[src/rtqf_pkg.sv]
// Function
// host clears queue before each transmit fill
// host bytes fill slots 0..23 circularly
// input counter counts every loaded byte
// output counter counts every consumed byte
// both counters are 12 bits wide
// interrupt below 6 and above 18 bytes
// sent bytes never exceed transmit length
// pulse when final byte reaches transmitter
// status register shows current byte count
// overflow flag on write into full queue
// low flag on low level while transmitting
// high flag on high level while receiving
// queue accessed only in continuous mode
// host writes transmit length before filling
// slot index counter mod 24, occupancy difference
// one interrupt per crossing, flags held
package rtqf_pkg;

    localparam int         QF_DEPTH    = 24;
    localparam int         QF_IDX_W    = 5;
    localparam int         CNT_W       = 12;
    localparam int         ADDR_W      = 6;
    localparam int         BYTE_W      = 8;
    localparam int         BUF_W       = 9;
    localparam int         TXLEN_HI_W  = 4;

    // register offsets
    localparam logic [5:0] OFF_STATUS  = 6'h1c;
    localparam logic [5:0] OFF_TXLEN_H = 6'h1d;
    localparam logic [5:0] OFF_TXLEN_L = 6'h1e;
    localparam logic [5:0] OFF_DATA    = 6'h1f;

    // command codes
    localparam logic [7:0] CMD_CLEAR   = 8'h0f;
    localparam logic [7:0] CMD_TX      = 8'h10;

    // status register fields
    localparam int         ST_FHIL     = 7;
    localparam int         ST_FLOL     = 6;
    localparam int         ST_FOVE     = 5;

    // levels and reset values
    localparam logic [4:0] LOW_THR     = 5'h06;
    localparam logic [4:0] HIGH_THR    = 5'h12;
    localparam logic [4:0] FULL_LVL    = 5'h18;
    localparam logic [7:0] RST_BYTE    = 8'h00;
    localparam logic [11:0] RST_CNT    = 12'h000;

    // storage slot of a running byte counter
    function automatic logic [4:0] slot_of(input logic [11:0] cnt);
        logic [11:0] r;
        r = cnt % 12'h018;
        return r[4:0];
    endfunction

    // bytes held: difference of the two counters
    function automatic logic [4:0] fill_of(input logic [11:0] wr_cnt, input logic [11:0] rd_cnt);
        logic [11:0] d;
        d = wr_cnt - rd_cnt;
        return d[4:0];
    endfunction

endpackage

[src/rtqf_level_watch.sv]
`timescale 1ns/100ps
`default_nettype none
module rtqf_level_watch
    import rtqf_pkg::*;
(
    input  wire logic [QF_IDX_W-1:0] fill,
    input  wire logic                clk,
    input  wire logic                sys_rst,
    output logic                     low_cross,
    output logic                     high_cross
);
    logic is_low;
    logic is_high;
    logic was_low;
    logic was_high;

    assign is_low  = fill < LOW_THR;
    assign is_high = fill > HIGH_THR;

    // edge only, so a level that lingers raises one event
    always_ff @(posedge clk or posedge sys_rst)
    begin
        if (sys_rst)
        begin
            was_low    <= 1'b1;
            was_high   <= 1'b0;
            low_cross  <= 1'b0;
            high_cross <= 1'b0;
        end
        else
        begin
            was_low    <= is_low;
            was_high   <= is_high;
            low_cross  <= is_low && !was_low;
            high_cross <= is_high && !was_high;
        end
    end

endmodule
`default_nettype wire

[src/rtqf_pair_buf.sv]
`timescale 1ns/100ps
`default_nettype none
module rtqf_pair_buf
    import rtqf_pkg::*;
(
    input  wire logic             clk,
    input  wire logic             sys_rst,
    input  wire logic             flush,
    input  wire logic             in_valid,
    input  wire logic [BUF_W-1:0] in_data,
    output logic                  in_ready,
    output logic                  out_valid,
    output logic      [BUF_W-1:0] out_data,
    input  wire logic             out_ready
);
    logic [BUF_W-1:0] spare;
    logic             spare_valid;
    logic             take;
    logic             give;

    // second slot absorbs one word while the head stalls
    assign in_ready = !spare_valid;
    assign take     = in_valid && in_ready;
    assign give     = out_valid && out_ready;

    // head slot drives the outputs directly
    always_ff @(posedge clk or posedge sys_rst)
    begin
        if (sys_rst)
        begin
            out_valid   <= 1'b0;
            out_data    <= '0;
            spare_valid <= 1'b0;
            spare       <= '0;
        end
        else if (flush)
        begin
            out_valid   <= 1'b0;
            spare_valid <= 1'b0;
        end
        else if (spare_valid)
        begin
            if (give)
            begin
                out_data    <= spare;
                spare_valid <= 1'b0;
            end
        end
        else if (take)
        begin
            if (!out_valid || give)
            begin
                out_data  <= in_data;
                out_valid <= 1'b1;
            end
            else
            begin
                spare       <= in_data;
                spare_valid <= 1'b1;
            end
        end
        else if (give)
        begin
            out_valid <= 1'b0;
        end
    end

endmodule
`default_nettype wire

[src/rtqf_queue.sv]
`timescale 1ns/100ps
`default_nettype none
module rtqf_queue
    import rtqf_pkg::*;
(
    input  wire logic              clk,
    input  wire logic              sys_rst,
    input  wire logic [ADDR_W-1:0] reg_addr,
    input  wire logic              reg_wr,
    input  wire logic              reg_rd,
    input  wire logic [BYTE_W-1:0] reg_wdata,
    input  wire logic              cont_mode,
    input  wire logic              cmd_valid,
    input  wire logic [BYTE_W-1:0] cmd_code,
    input  wire logic              rx_active,
    input  wire logic              rx_byte_valid,
    input  wire logic [BYTE_W-1:0] rx_byte,
    input  wire logic              tx_ready,
    output logic      [BYTE_W-1:0] reg_rdata,
    output logic      [BYTE_W-1:0] tx_byte,
    output logic                   tx_valid,
    output logic                   tx_last_sent,
    output logic                   tx_busy,
    output logic                   queue_irq
);
    import rtqf_pkg::*;

    // all inputs come from the host interface logic on clk,
    // so none of them passes a synchroniser

    logic [BYTE_W-1:0]     store [0:QF_DEPTH-1];
    logic [CNT_W-1:0]      in_cnt;
    logic [CNT_W-1:0]      out_cnt;
    logic [CNT_W-1:0]      tx_len;
    logic [QF_IDX_W-1:0]   fill;
    logic [QF_IDX_W-1:0]   wr_slot;
    logic [QF_IDX_W-1:0]   rd_slot;
    logic [CNT_W-1:0]      next_out_cnt;
    logic                  hit_data;
    logic                  q_clear;
    logic                  q_start_tx;
    logic                  q_wr;
    logic [BYTE_W-1:0]     q_wdata;
    logic                  q_full;
    logic                  q_empty;
    logic                  push;
    logic                  ovf_evt;
    logic                  host_rd;
    logic                  pop_tx;
    logic                  pop;
    logic                  pop_last;
    logic                  buf_in_ready;
    logic [BUF_W-1:0]      buf_out;
    logic                  buf_out_valid;
    logic                  low_cross;
    logic                  high_cross;
    logic                  flag_ove;
    logic                  flag_lol;
    logic                  flag_hil;
    logic                  last_out;

    // queue data is reachable only with auto-increment addressing
    assign hit_data   = cont_mode && (reg_addr == OFF_DATA);
    assign q_clear    = cmd_valid && (cmd_code == CMD_CLEAR);
    assign q_start_tx = cmd_valid && (cmd_code == CMD_TX);

    // occupancy and slots come from the running counters;
    // a stream past 4096 bytes without a clear would misalign
    assign fill    = fill_of(in_cnt, out_cnt);
    assign wr_slot = slot_of(in_cnt);
    assign rd_slot = slot_of(out_cnt);
    assign q_full  = (fill == FULL_LVL);
    assign q_empty = (fill == 5'h00);

    // during reception the decoder owns the write side
    assign q_wr    = rx_active ? rx_byte_valid : (reg_wr && hit_data);
    assign q_wdata = rx_active ? rx_byte : reg_wdata;
    assign push    = q_wr && !q_full && !q_clear;
    assign ovf_evt = q_wr && q_full;

    // during transmission the transmitter owns the read side
    assign host_rd      = reg_rd && hit_data && !tx_busy && !q_empty;
    assign next_out_cnt = out_cnt + 12'h001;
    assign pop_tx       = tx_busy && !q_empty && buf_in_ready
                          && (out_cnt < tx_len);
    assign pop          = (host_rd || pop_tx) && !q_clear;
    assign pop_last     = pop_tx && (next_out_cnt == tx_len);

    // input byte counter
    always_ff @(posedge clk or posedge sys_rst)
    begin
        if (sys_rst)
            in_cnt <= RST_CNT;
        else if (q_clear)
            in_cnt <= RST_CNT;
        else if (push)
            in_cnt <= in_cnt + 12'h001;
    end

    // output byte counter
    always_ff @(posedge clk or posedge sys_rst)
    begin
        if (sys_rst)
            out_cnt <= RST_CNT;
        else if (q_clear)
            out_cnt <= RST_CNT;
        else if (pop)
            out_cnt <= next_out_cnt;
    end

    // byte storage, cleared together with the counters
    always_ff @(posedge clk or posedge sys_rst)
    begin
        if (sys_rst)
        begin
            for (int i = 0; i < QF_DEPTH; i++)
                store[i] <= RST_BYTE;
        end
        else if (q_clear)
        begin
            for (int i = 0; i < QF_DEPTH; i++)
                store[i] <= RST_BYTE;
        end
        else if (push)
        begin
            store[wr_slot] <= q_wdata;
        end
    end

    // transmit length, high nibble then low byte
    always_ff @(posedge clk or posedge sys_rst)
    begin
        if (sys_rst)
            tx_len <= RST_CNT;
        else if (reg_wr && reg_addr == OFF_TXLEN_H)
            tx_len[CNT_W-1:BYTE_W] <= reg_wdata[TXLEN_HI_W-1:0];
        else if (reg_wr && reg_addr == OFF_TXLEN_L)
            tx_len[BYTE_W-1:0] <= reg_wdata;
    end

    // transmission runs from the command to the last byte taken
    always_ff @(posedge clk or posedge sys_rst)
    begin
        if (sys_rst)
            tx_busy <= 1'b0;
        else if (q_clear || last_out)
            tx_busy <= 1'b0;
        else if (q_start_tx)
            tx_busy <= 1'b1;
    end

    // two-entry buffer keeps a stalled transmitter from losing bytes
    rtqf_pair_buf u_buf (
        .clk       (clk),
        .sys_rst   (sys_rst),
        .flush     (q_clear),
        .in_valid  (pop_tx && !q_clear),
        .in_data   ({pop_last, store[rd_slot]}),
        .in_ready  (buf_in_ready),
        .out_valid (buf_out_valid),
        .out_data  (buf_out),
        .out_ready (tx_ready)
    );

    assign tx_valid = buf_out_valid;
    assign tx_byte  = buf_out[BYTE_W-1:0];
    assign last_out = buf_out_valid && tx_ready && buf_out[BYTE_W];

    // final byte handed to the transmitter
    always_ff @(posedge clk or posedge sys_rst)
    begin
        if (sys_rst)
            tx_last_sent <= 1'b0;
        else
            tx_last_sent <= last_out;
    end

    rtqf_level_watch u_lvl (
        .fill       (fill),
        .clk        (clk),
        .sys_rst    (sys_rst),
        .low_cross  (low_cross),
        .high_cross (high_cross)
    );

    // one pulse per threshold crossing
    always_ff @(posedge clk or posedge sys_rst)
    begin
        if (sys_rst)
            queue_irq <= 1'b0;
        else
            queue_irq <= low_cross || high_cross;
    end

    // sticky flags; an event in the clear cycle still sets
    always_ff @(posedge clk or posedge sys_rst)
    begin
        if (sys_rst)
            flag_ove <= 1'b0;
        else if (ovf_evt)
            flag_ove <= 1'b1;
        else if (q_clear)
            flag_ove <= 1'b0;
    end

    always_ff @(posedge clk or posedge sys_rst)
    begin
        if (sys_rst)
            flag_lol <= 1'b0;
        else if (low_cross && tx_busy)
            flag_lol <= 1'b1;
        else if (q_clear)
            flag_lol <= 1'b0;
    end

    always_ff @(posedge clk or posedge sys_rst)
    begin
        if (sys_rst)
            flag_hil <= 1'b0;
        else if (high_cross && rx_active)
            flag_hil <= 1'b1;
        else if (q_clear)
            flag_hil <= 1'b0;
    end

    // registered read data, held until the next read
    always_ff @(posedge clk or posedge sys_rst)
    begin
        if (sys_rst)
            reg_rdata <= RST_BYTE;
        else if (reg_rd)
        begin
            case (reg_addr)
                OFF_DATA:
                    reg_rdata <= host_rd ? store[rd_slot] : RST_BYTE;
                OFF_STATUS:
                begin
                    reg_rdata          <= RST_BYTE;
                    reg_rdata[ST_FHIL] <= flag_hil;
                    reg_rdata[ST_FLOL] <= flag_lol;
                    reg_rdata[ST_FOVE] <= flag_ove;
                    reg_rdata[QF_IDX_W-1:0] <= fill;
                end
                OFF_TXLEN_H:
                    reg_rdata <= {4'h0, tx_len[CNT_W-1:BYTE_W]};
                OFF_TXLEN_L:
                    reg_rdata <= tx_len[BYTE_W-1:0];
                default:
                    reg_rdata <= RST_BYTE;
            endcase
        end
    end

endmodule
`default_nettype wire

[config.mk]
export PLATFORM = sky130hd
export DESIGN_NAME = rtqf_queue
export DESIGN_NICKNAME = d
export VERILOG_FILES = /design/src/rtqf_pkg.sv /design/src/rtqf_level_watch.sv /design/src/rtqf_pair_buf.sv /design/src/rtqf_queue.sv
export SDC_FILE = /design/constraint.sdc
export NUM_CORES = 1
export LEC_CHECK = 0
export BUFFER_PORTS_ARGS = -buffer_cell sky130_fd_sc_hd__buf_2
export CAP_MARGIN = 0
export CORE_MARGIN = 2
export CORE_UTILIZATION = 46
export CTS_CLUSTER_SIZE = 28
export DETAILED_ROUTE_END_ITERATION = 16
export PLACE_DENSITY = 0.64
export SYNTH_ARGS = -nofsm -noshare
export SYNTH_HDL_FRONTEND = slang
export SYNTH_SLANG_ARGS = --single-unit
export TNS_END_PERCENT = 1
[constraint.sdc]
create_clock -name clk -period 9.71 [get_ports clk]
set_input_delay 0.4855 -clock clk [delete_from_list [all_inputs] [get_ports clk]]
set_output_delay 0.4855 -clock clk [all_outputs]
set_load 0.005 [all_outputs]
==> metrics.cfg, run 1 <==
[setup_path]
timing.critical_path.arrival_ns = 5.20
critPathKind = reg -> reg
critPathRequiredTime_ns = 10.14
critPathMaxFanout = 52
critPathLaunchType = flip-flop
type_of_destination_of_the_critical_path = flip-flop

[sta]
worst_slew_margin_rel_pct = 18.5
setup_tns_ns = 0
finalHoldViolCount = 0
final_critical_path_setup_slack_ns = 4.93
timing.hold.ws_ns = 0.0649
crit_share_post_route_pct = 49.2
grt_setup_unrepaired = no
slew_viol_final = 0
final-setup-viol-count = 0
clock.fmax_mhz = 209
finalWorstPathRequiredPeriod_ns = 4.78
finClkSkew_ns = 0.0109
tightest_slew_ns = 1.22

[clocking]
ctsLongestPathBuffers = 3
insertion_delay_ns = 0.55
clockRootBuffer = clkbuf_16
clock_tree.htree_level_count = 1
clock_sink_count = 266
cts_tree = built
path_clk_slew_ns = 0.06
cts.repair.resized = 0
buffers_inserted_during_post_cts_setup_optimization = 0
cts_hold_buf = 0
cts_inserted_buffers = 28

[pwr]
leakagePower_nw = 6.93
power_mw = 4.23
power_per_cell_area_mw_per_mm2 = 271
max-vdd-ir-drop_v = 0.000158

[logic_synthesis]
asyncSetResetFlopFracSynth_pct = 100
mapped_nets = 1374
synth_edf_count = 0
mappedNetlistArea_mm2 = 0.0143
synth-seq-area-share_pct = 46.6
synth_warnings = 0
yosysUniqueCellTypes = 71
postSynthCellCount = 1312
synth_top_flop_cell = dfrtp_1
number_of_register_bits_inferred_by_synthesis = 266
postSynthAreaPerCell_um2 = 10.9

[global_route]
gr-usage-all-layers_pct = 21.7
grt_pass1_vias = 10000
grt_start_max_net_pins = 160
first_pass_grt_wire_length_mm = 56.7
grt_antenna_before_repair = 1
gr-total-overflow = 0

[drt]
post_drt_wl_per_cell_um = 20.4
vias = 9885
dr.first_iter.drc_count = 860
avgViaCountPerCell = 5.74
totalWireLength_mm = 35.1
ant_nets = 0
detail_route.drc_violations = 0
drt-pass1-iter-count = 5

[floorplan]
core-area_mm2 = 0.0306
die_height_um = 180
core.rowCount = 64
fp.dieW_um = 180
fp.dieArea_mm2 = 0.0325
ios = 59
initial_utilization_pct = 46.7

[final_layout]
layout_common_cells = dfrtp_1 (263), nand2_1 (194), mux2i_1 (166), nand3_1 (68), o21ai_0 (64)
filler_cells = 2706
syn2layout_area_growth_pct = 9.22
mostFrequentLayoutCell = dfrtp_1
final_net_count = 1369
final_layout_size_suffix_gt1_share_pct = 17.5
utilization_pct = 51.1

[place]
place_ws_ns = 4.90
place.gp.congestion = 0.833
place_hpwl_mm = 22.3
placement.io_buffers = 58

[worst_hold_path]
hold_crit_path_type = in -> async

[outcome]
outcome = finished, final reports clean

[run]
cap_viol_max_count = 0

-- worst max-delay path, cell delays in order (launching register included) --
cell and delay, ns:
dfrtp_2 0.34, buf_4 0.65, inv_1 0.24, fa_1 0.48, a21o_1 0.20, a21oi_1 0.17, xnor2_1 0.27, nor3b_1 0.14
or4b_2 0.65, o21bai_1 0.97, nand4_1 0.21, xnor2_1 0.18, and2_1 0.16
-- worst paths after layout --
kind / cells past startpoint / slack, ns / to / start
max reg2reg: 12 / 4.93 / out_cnt[10] / out_cnt[1]
min reg2reg: 1 / 0.39 / u_lvl.high_cross / u_lvl.was_high
max: 12 / 4.93 / out_cnt[10] / out_cnt[1]
max in group asynchronous: 3 / 8.21 / out_cnt[8] / sys_rst
min: 2 / 0.06 / store[133] / sys_rst
min in group clk: 2 / 0.18 / u_buf.spare_valid / tx_ready
-- cells by family after synthesis --
| group | count (synthesis) | synth area share [%] |
|---|---|---|
| AND/OR/NAND/NOR | 424 | 14.1 |
| flip-flops | 266 | 46.6 |
| multiplexers | 263 | 23.7 |
| AO/OA/AOI/OAI | 153 | 6.63 |
| buffers and inverters | 130 | 3.75 |
| XOR/XNOR | 53 | 3.25 |
| adder cells (fa/ha/maj) | 23 | 2.06 |
-- state kept, by name, summed over array words and instances, names as in the netlist, 8 cells and up --
register        count
u_buf.spare         9
reg_rdata           8
in_cnt             12
tx_len             12
out_cnt            12
store             192
u_buf.out_data      9
-- metal layers --
| metal | global-route usage (%) | share of wire (%) |
|---|---|---|
| met1 | 31.3 | 47 |
| met4 | 4.97 | 1.9 |
| met2 | 34.8 | 46 |
| met3 | 3.42 | 4.8 |
| met5 | 0 | 0 |
-- per-stage QoR --
stage / area, um^2 / instances
2_1_floorplan: 14300 / 1312
3_3_place_gp: 14800 / 1673
3_5_place_dp: 14800 / 1673
4_1_cts: 15600 / 1721
5_1_grt: 15600 / 1721
6_report: 15600 / 1722
-- cells in the mapped netlist, types with 11 or more instances --
cell      count  area (um^2)
a21oi_1      26          130
buf_1        14         52.6
clkbuf_1     74          278
dfrtp_1     265         6630
ha_1         22          275
inv_1        25         93.8
mux2_2       36          405
mux2i_1     166         1660
mux4_2       55         1240
nand2_1     194          728
nand3_1      69          345
nor2_1       55          206
nor2_2       13         81.3
nor2b_1      20          125
nor3b_1      11         82.6
o21ai_0      64          320
xnor2_1      34          298
xor2_1       19          166
-- power breakdown --
part           switching [mW]  internal (mW)  leakage, nW
Combinational           0.791          0.699         3.00
Sequential              0.253           1.47         3.52
Clock                   0.434          0.580        0.405
-- cell type report --
class,instances,area [um^2],area share (%)
multi-input cells,916,7120,45.6
flip-flops and latches,266,6660,42.7
diodes,1,2.50,0.0160
well taps,396,495,3.17
clock inverters,6,60.1,0.385
repair buffers,69,385,2.47
clock buffers,42,785,5.02
inverters,26,105,0.673
No activity file was read; power rests on OpenSTA's default activity.
==> inputs of run 2 (changes only) <==
--- a/config.mk
+++ b/config.mk
@@ -5,13 +5,14 @@
 export SDC_FILE = /design/constraint.sdc
 export NUM_CORES = 1
 export LEC_CHECK = 0
+export ABC_AREA = 1
 export BUFFER_PORTS_ARGS = -buffer_cell sky130_fd_sc_hd__buf_2
 export CAP_MARGIN = 0
 export CORE_MARGIN = 2
 export CORE_UTILIZATION = 46
 export CTS_CLUSTER_SIZE = 28
 export DETAILED_ROUTE_END_ITERATION = 16
-export PLACE_DENSITY = 0.64
+export PLACE_DENSITY = 0.67
 export SYNTH_ARGS = -nofsm -noshare
 export SYNTH_HDL_FRONTEND = slang
 export SYNTH_SLANG_ARGS = --single-unit
==> constraint.sdc (replaced) <==
create_clock -name clk -period 3.9 [get_ports clk]
set_input_delay 0.195 -clock clk [delete_from_list [all_inputs] [get_ports clk]]
set_output_delay 0.195 -clock clk [all_outputs]
set_load 0.005 [all_outputs]
==> metrics.cfg, run 2 <==
[outcome]
outcome = finished, final reports clean

[logic_synthesis]
synth_warnings = 0
post-synth-top-count-cell = dfrtp_1
synth.largest_area_cell = dfrtp_1
synth_edf_count = 0
postSynthCellCount = 1742
post-synth-top-area-fraction_pct = 46.8
ys_top_cells_by_count = dfrtp_1 (265), o21ai_0 (240), nand2_1 (237)
yosysUniqueCellTypes = 46
mapped_nets = 1804
mappedNetlistArea_mm2 = 0.0142
asyncSetResetFlopFracSynth_pct = 100
synth_top_flop_cell = dfrtp_1
synthTopCellsByArea = dfrtp_1 (47%), o21ai_0 (8.5%), nand3_1 (8.2%)
synth-seq-area-share_pct = 47.0
postSynthAreaPerCell_um2 = 8.14
number_of_register_bits_inferred_by_synthesis = 266

[drt]
post_drt_wl_per_cell_um = 17.7
drt-pass1-iter-count = 6
ant_nets = 0
totalWireLength_mm = 38.4
detail_route.drc_violations = 0
avgViaCountPerCell = 5.70
dr.first_iter.drc_count = 1101
vias = 12400

[sta]
crit_share_post_route_pct = 88.4
final_critical_path_setup_slack_ns = 0.453
tightest_slew_ns = 1.03
final-setup-viol-count = 0
finalHoldViolCount = 0
slew_viol_final = 0
finalWorstPathRequiredPeriod_ns = 3.45
clock.fmax_mhz = 290
worst_slew_margin_rel_pct = 31.7
finClkSkew_ns = 0.00921

[setup_path]
critPathLaunchType = flip-flop
critPathMaxFanout = 5
critPathRequiredTime_ns = 4.37
critPathKind = reg -> reg
rrSetupSlack_ns = 0.45
type_of_destination_of_the_critical_path = flip-flop
ff2ff_path_depth = 22
timing.critical_path.arrival_ns = 3.92

[floorplan]
die_height_um = 180
fp.dieArea_mm2 = 0.0322
initial_utilization_pct = 46.5
fp.dieW_um = 180
core.rowCount = 64
core-area_mm2 = 0.0305
ios = 59

[global_route]
grt_pass1_vias = 11600
grt_antenna_before_repair = 0
gr-max-usage-layer = met2
gr-total-overflow = 0
first_pass_grt_wire_length_mm = 62.4
grt_start_max_net_pins = 177
grt_util_met3_pct = 3.59
gr-usage-all-layers_pct = 23.4
met2_track_usage_gr_pct = 35.6
gr-usage-met1_pct = 34.7

[pwr]
max-vdd-ir-drop_v = 0.000483
power_per_cell_area_mw_per_mm2 = 804
leakagePower_nw = 7.73

[final_layout]
syn2layout_area_growth_pct = 11.7
diodes = 0
final_net_count = 1815
postLayoutCellArea_mm2 = 0.0158
instances_no_fill = 2173
most_flops_register = store
largest_register_ffs = 192
mostFrequentLayoutCell = dfrtp_1
final_layout_size_suffix_gt1_share_pct = 11.1
layout_common_cells = dfrtp_1 (264), o21ai_0 (240), nand2_1 (236), nand3_1 (232), nor2_1 (162)

[place]
placedCellCount = 2104
place_hpwl_mm = 24.1
place_ws_ns = 0.323
placement.io_buffers = 58
place.gp.congestion = 0.883
placedInstanceArea_mm2 = 0.0146

[clocking]
clock_tree.htree_level_count = 1
insertion_delay_ns = 0.56
path_clk_slew_ns = 0.06
cts_inserted_buffers = 31
clockRootBuffer = clkbuf_16
clock_sink_count = 266
ctsLongestPathBuffers = 3
cts_tree = built

[run]
cap_viol_max_count = 0

[worst_hold_path]
hold_crit_path_type = in -> reg
worstHoldPathCells = 4

-- run 2: cells by family (layout without fill, tap and decap cells) --
logic type                 after synthesis  in the layout  share of synthesized area (%)
AOI/OAI and AO/OA                      468            468                           17.6
buffers and inverters                  250            285                           7.62
xor gates and xnor gates                21             21                           1.30
DFF                                    266            266                           47.0
and+or+nand+nor                        714            714                           24.4
adders and majority gates               23             23                           2.08
-- run 2: where the power goes --
part           switching [mW]  internal, mW  leakage, nW
Combinational            3.64          1.79         3.77
Clock                    1.16          1.89        0.536
Sequential              0.543          3.71         3.42
-- run 2: worst paths after layout --
kind / to / startpoint
worst max-delay path: in_cnt[10] / in_cnt[0]
worst min-delay path: tx_busy / cmd_code[1]
worst max register to register: in_cnt[10] / in_cnt[0]
worst min register to register: u_lvl.high_cross / u_lvl.was_high
max in group asynchronous: flag_hil / sys_rst
min in group asynchronous: store[142] / sys_rst
-- run 2: area by class of cell --
type	count	area, um^2
multi-input combinational	1226	6450
sequential	266	6660
clock buffer	45	918
clock inverter	12	175
inverter	132	504
tap	396	495
fill	2851	14700
timing repair buffer	96	628
-- run 2: stage by stage --
| step | power (mW) | TNS (ns) | util (%) | hold slack [ns] |
|---|---|---|---|---|
| after CTS | 12.7 | 0 | 51.8 | 0.0168 |
| after global routing | 13.7 | -0.00986 | 51.9 | 0.0728 |
| after detailed placement | 9.63 | 0 | 47.9 | 0.391 |
| after global placement | 9.48 | 0 | 47.9 | 0.383 |
| after floorplan | 8.30 | 0 | - | 0.325 |
| final | 12.7 | 0 | 51.9 | 0.0336 |
-- run 2: timing repair --
action	4_1_cts	5_1_grt
gates resized for setup	0	4
setup endpoints to repair	0	3
setup buffers	0	1
hold buffers	11	0
endpoints found under the hold margin	112	0
-- run 2: metal layers --
| metal | up-vias | part of all wire (%) |
|---|---|---|
| met1 | 5930 | 47 |
| li1 | 5963 | - |
| met4 | 0 | 2.7 |
| met2 | 412 | 44 |
| met5 | - | 0 |
| met3 | 75 | 6.5 |
-- run 2: worst max-delay path, cell delays in order (launching register included) --
cell and delay, ns:
dfrtp_1 0.42, inv_2 0.11, ha_1 0.14, inv_1 0.06, fa_1 0.39, a21oi_1 0.16, o21bai_1 0.08, xnor2_1 0.23
inv_1 0.10, nand4_1 0.12, nand2_2 0.10, inv_2 0.10, nand2_1 0.09, nor2_1 0.10, inv_1 0.05, nor2_1 0.08
inv_1 0.05, nor2_1 0.13, inv_1 0.07, nor3_1 0.24, nand3_1 0.18, o21ai_0 0.16, nor3b_1 0.18
==> inputs of run 3 (changes only) <==
--- a/config.mk
+++ b/config.mk
@@ -9,10 +9,10 @@
 export BUFFER_PORTS_ARGS = -buffer_cell sky130_fd_sc_hd__buf_2
 export CAP_MARGIN = 0
 export CORE_MARGIN = 2
-export CORE_UTILIZATION = 46
+export CORE_UTILIZATION = 35
 export CTS_CLUSTER_SIZE = 28
 export DETAILED_ROUTE_END_ITERATION = 16
-export PLACE_DENSITY = 0.67
+export PLACE_DENSITY = 0.54
 export SYNTH_ARGS = -nofsm -noshare
 export SYNTH_HDL_FRONTEND = slang
 export SYNTH_SLANG_ARGS = --single-unit
==> metrics.cfg, run 3 (synthesized netlist as in run 2, its figures left out) <==
[final_layout]
utilization_pct = 39.8
layout_common_cells = dfrtp_1 (264), o21ai_0 (240), nand2_1 (237), nand3_1 (232), nor2_1 (162)
syn2layout_area_growth_pct = 11.8
largest_register_ffs = 192
most_flops_register = store
multi_input_area_mm2 = 0.00645
filler_cells = 4095
instances_no_fill = 2301
mostFrequentLayoutCell = dfrtp_1
final_layout_size_suffix_gt1_share_pct = 10.5
diodes = 0
seqCellArea_mm2 = 0.00666
final_net_count = 1817

[drt]
totalWireLength_mm = 41.6
drt-pass1-iter-count = 5
dr.first_iter.drc_count = 1092
avgViaCountPerCell = 5.32
detail_route.drc_violations = 0
ant_nets = 0
post_drt_wl_per_cell_um = 18.1
vias = 12200

[worst_hold_path]
worstHoldPathCells = 3
hold_crit_path_type = in -> reg

[setup_path]
critPathKind = reg -> reg
type_of_destination_of_the_critical_path = flip-flop
timing.critical_path.arrival_ns = 3.93
cpPeakStageDelay_ns = 0.41
ordered_cell_list_for_the_critical_path = inv_1, ha_1, inv_1, fa_1, a21oi_1, o21bai_1, xnor2_1, inv_1, nand4_1, nand2_1, inv_1, nand4_1, nor2_1, inv_1, nor2_1, inv_1, nor2_1, inv_1, nor3_2, nand2_1, nor2_1, inv_1, nor3_1, nor3_1
critPathMaxFanout = 5
critPathLaunchType = flip-flop
timing.critical_path.slowest_stage_cell = dfrtp_1
ff2ff_path_depth = 24
path_common_cell = inv_1
critPathRequiredTime_ns = 4.36

[floorplan]
fp.dieW_um = 205
initial_utilization_pct = 35.6
fp.dieArea_mm2 = 0.0421
die_height_um = 205
core.rowCount = 73
core-area_mm2 = 0.0398
ios = 59

[pwr]
internal_power_mw = 7.06
power_mw = 12.5
power.net_switching_mw = 5.47
seqPwrFrac_pct = 33.9
max-vdd-ir-drop_v = 0.000560
clockPowerShare_pct = 21.7
power_per_cell_area_mw_per_mm2 = 791
switching_share_pct = 43.7
leakagePower_nw = 7.65
share_comb_of_total_power_pct = 44.4

[global_route]
grt_antenna_before_repair = 1
gr-usage-all-layers_pct = 19.9
first_pass_grt_wire_length_mm = 66.0
gr-total-overflow = 0
grt_pass1_vias = 11700
grt_start_max_net_pins = 164

[sta]
finClkSkew_ns = 0.00788
final-setup-viol-count = 0
finalWorstPathRequiredPeriod_ns = 3.48
tightest_slew_ns = 0.971
crit_share_post_route_pct = 89.1
slew_viol_final = 0
clock.fmax_mhz = 288
finalHoldViolCount = 0
grt_setup_unrepaired = yes
worst_slew_margin_rel_pct = 35.1

[clocking]
ctsLongestPathBuffers = 3
clock_tree.htree_level_count = 1
path_clk_slew_ns = 0.06
buffers_inserted_during_post_cts_setup_optimization = 0
clock_sink_count = 266
clockRootBuffer = clkbuf_16
insertion_delay_ns = 0.57
cts_tree = built
cts_inserted_buffers = 31

[place]
placement.io_buffers = 58
placedCellCount = 2236
place_hpwl_mm = 26.3
place.gp.congestion = 0.839

[run]
cap_viol_max_count = 0

[outcome]
outcome = finished, final reports clean

-- run 3: layout make-up --
cell class	instances	area share [%]
Clock buffer	46	5.38
Clock inverter	8	0.458
Inverter	132	3.18
Multi-Input combinational cell	1226	40.7
Sequential cell	266	42.0
Tap cell	525	4.15
Timing Repair Buffer	98	4.06
-- run 3: per-layer routing --
layer  global-route usage [%]  part of all wire [%]
met5                        0                     0
met4                     6.09                   2.9
met3                     2.42                   5.1
met2                     30.8                    43
met1                     29.1                    49
-- run 3: per-stage QoR --
step                setup TNS (ns)  worst slack, ns  hold WS, ns  instance area, um^2
finish                           0            0.423       0.0602                15800
detailed placement               0            0.382        0.392                14800
global route               -0.0858          -0.0785       0.0818                15800
global placement                 0            0.439        0.388                14800
floorplan                        0            0.194        0.325                14200
CTS                              0            0.364       0.0449                15800
-- run 3: critical path: cells and delay by family (launching register included) --
family	cells	cell delay [ns]
flops	1	0.41
fa+ha+maj	2	0.56
simple gates	11	1.21
compound gates	2	0.26
buf+inv	8	0.73
xor+xnor	1	0.20
-- run 3: power groups by stage --
stage / logic [mW] / clock network [mW] / registers (mW)
after floorplan: 4.15 / 0 / 4.15
after global placement: 5.44 / 0 / 4.26
after detailed placement: 5.52 / 0 / 4.29
after CTS: 5.55 / 2.78 / 4.24
after global routing: 6.23 / 2.89 / 4.37
final: 5.56 / 2.72 / 4.25
-- run 3: timing repair --
action,in CTS,in global routing
gates resized for setup,0,2
setup endpoints to repair,0,3
hold buffers,11,0
hold endpoints to repair,126,0
-- run 3: final timing paths --
| check | start | endpoint | slack (ns) |
|---|---|---|---|
| worst min-delay path | cmd_code[4] | tx_busy | 0.06 |
| min in group asynchronous | sys_rst | store[158] | 0.37 |
| worst max-delay path | in_cnt[0] | in_cnt[11] | 0.42 |
| max in group asynchronous | sys_rst | store[37] | 2.70 |
| worst max register to register | in_cnt[0] | in_cnt[11] | 0.42 |
| worst min register to register | u_lvl.was_high | u_lvl.high_cross | 0.39 |
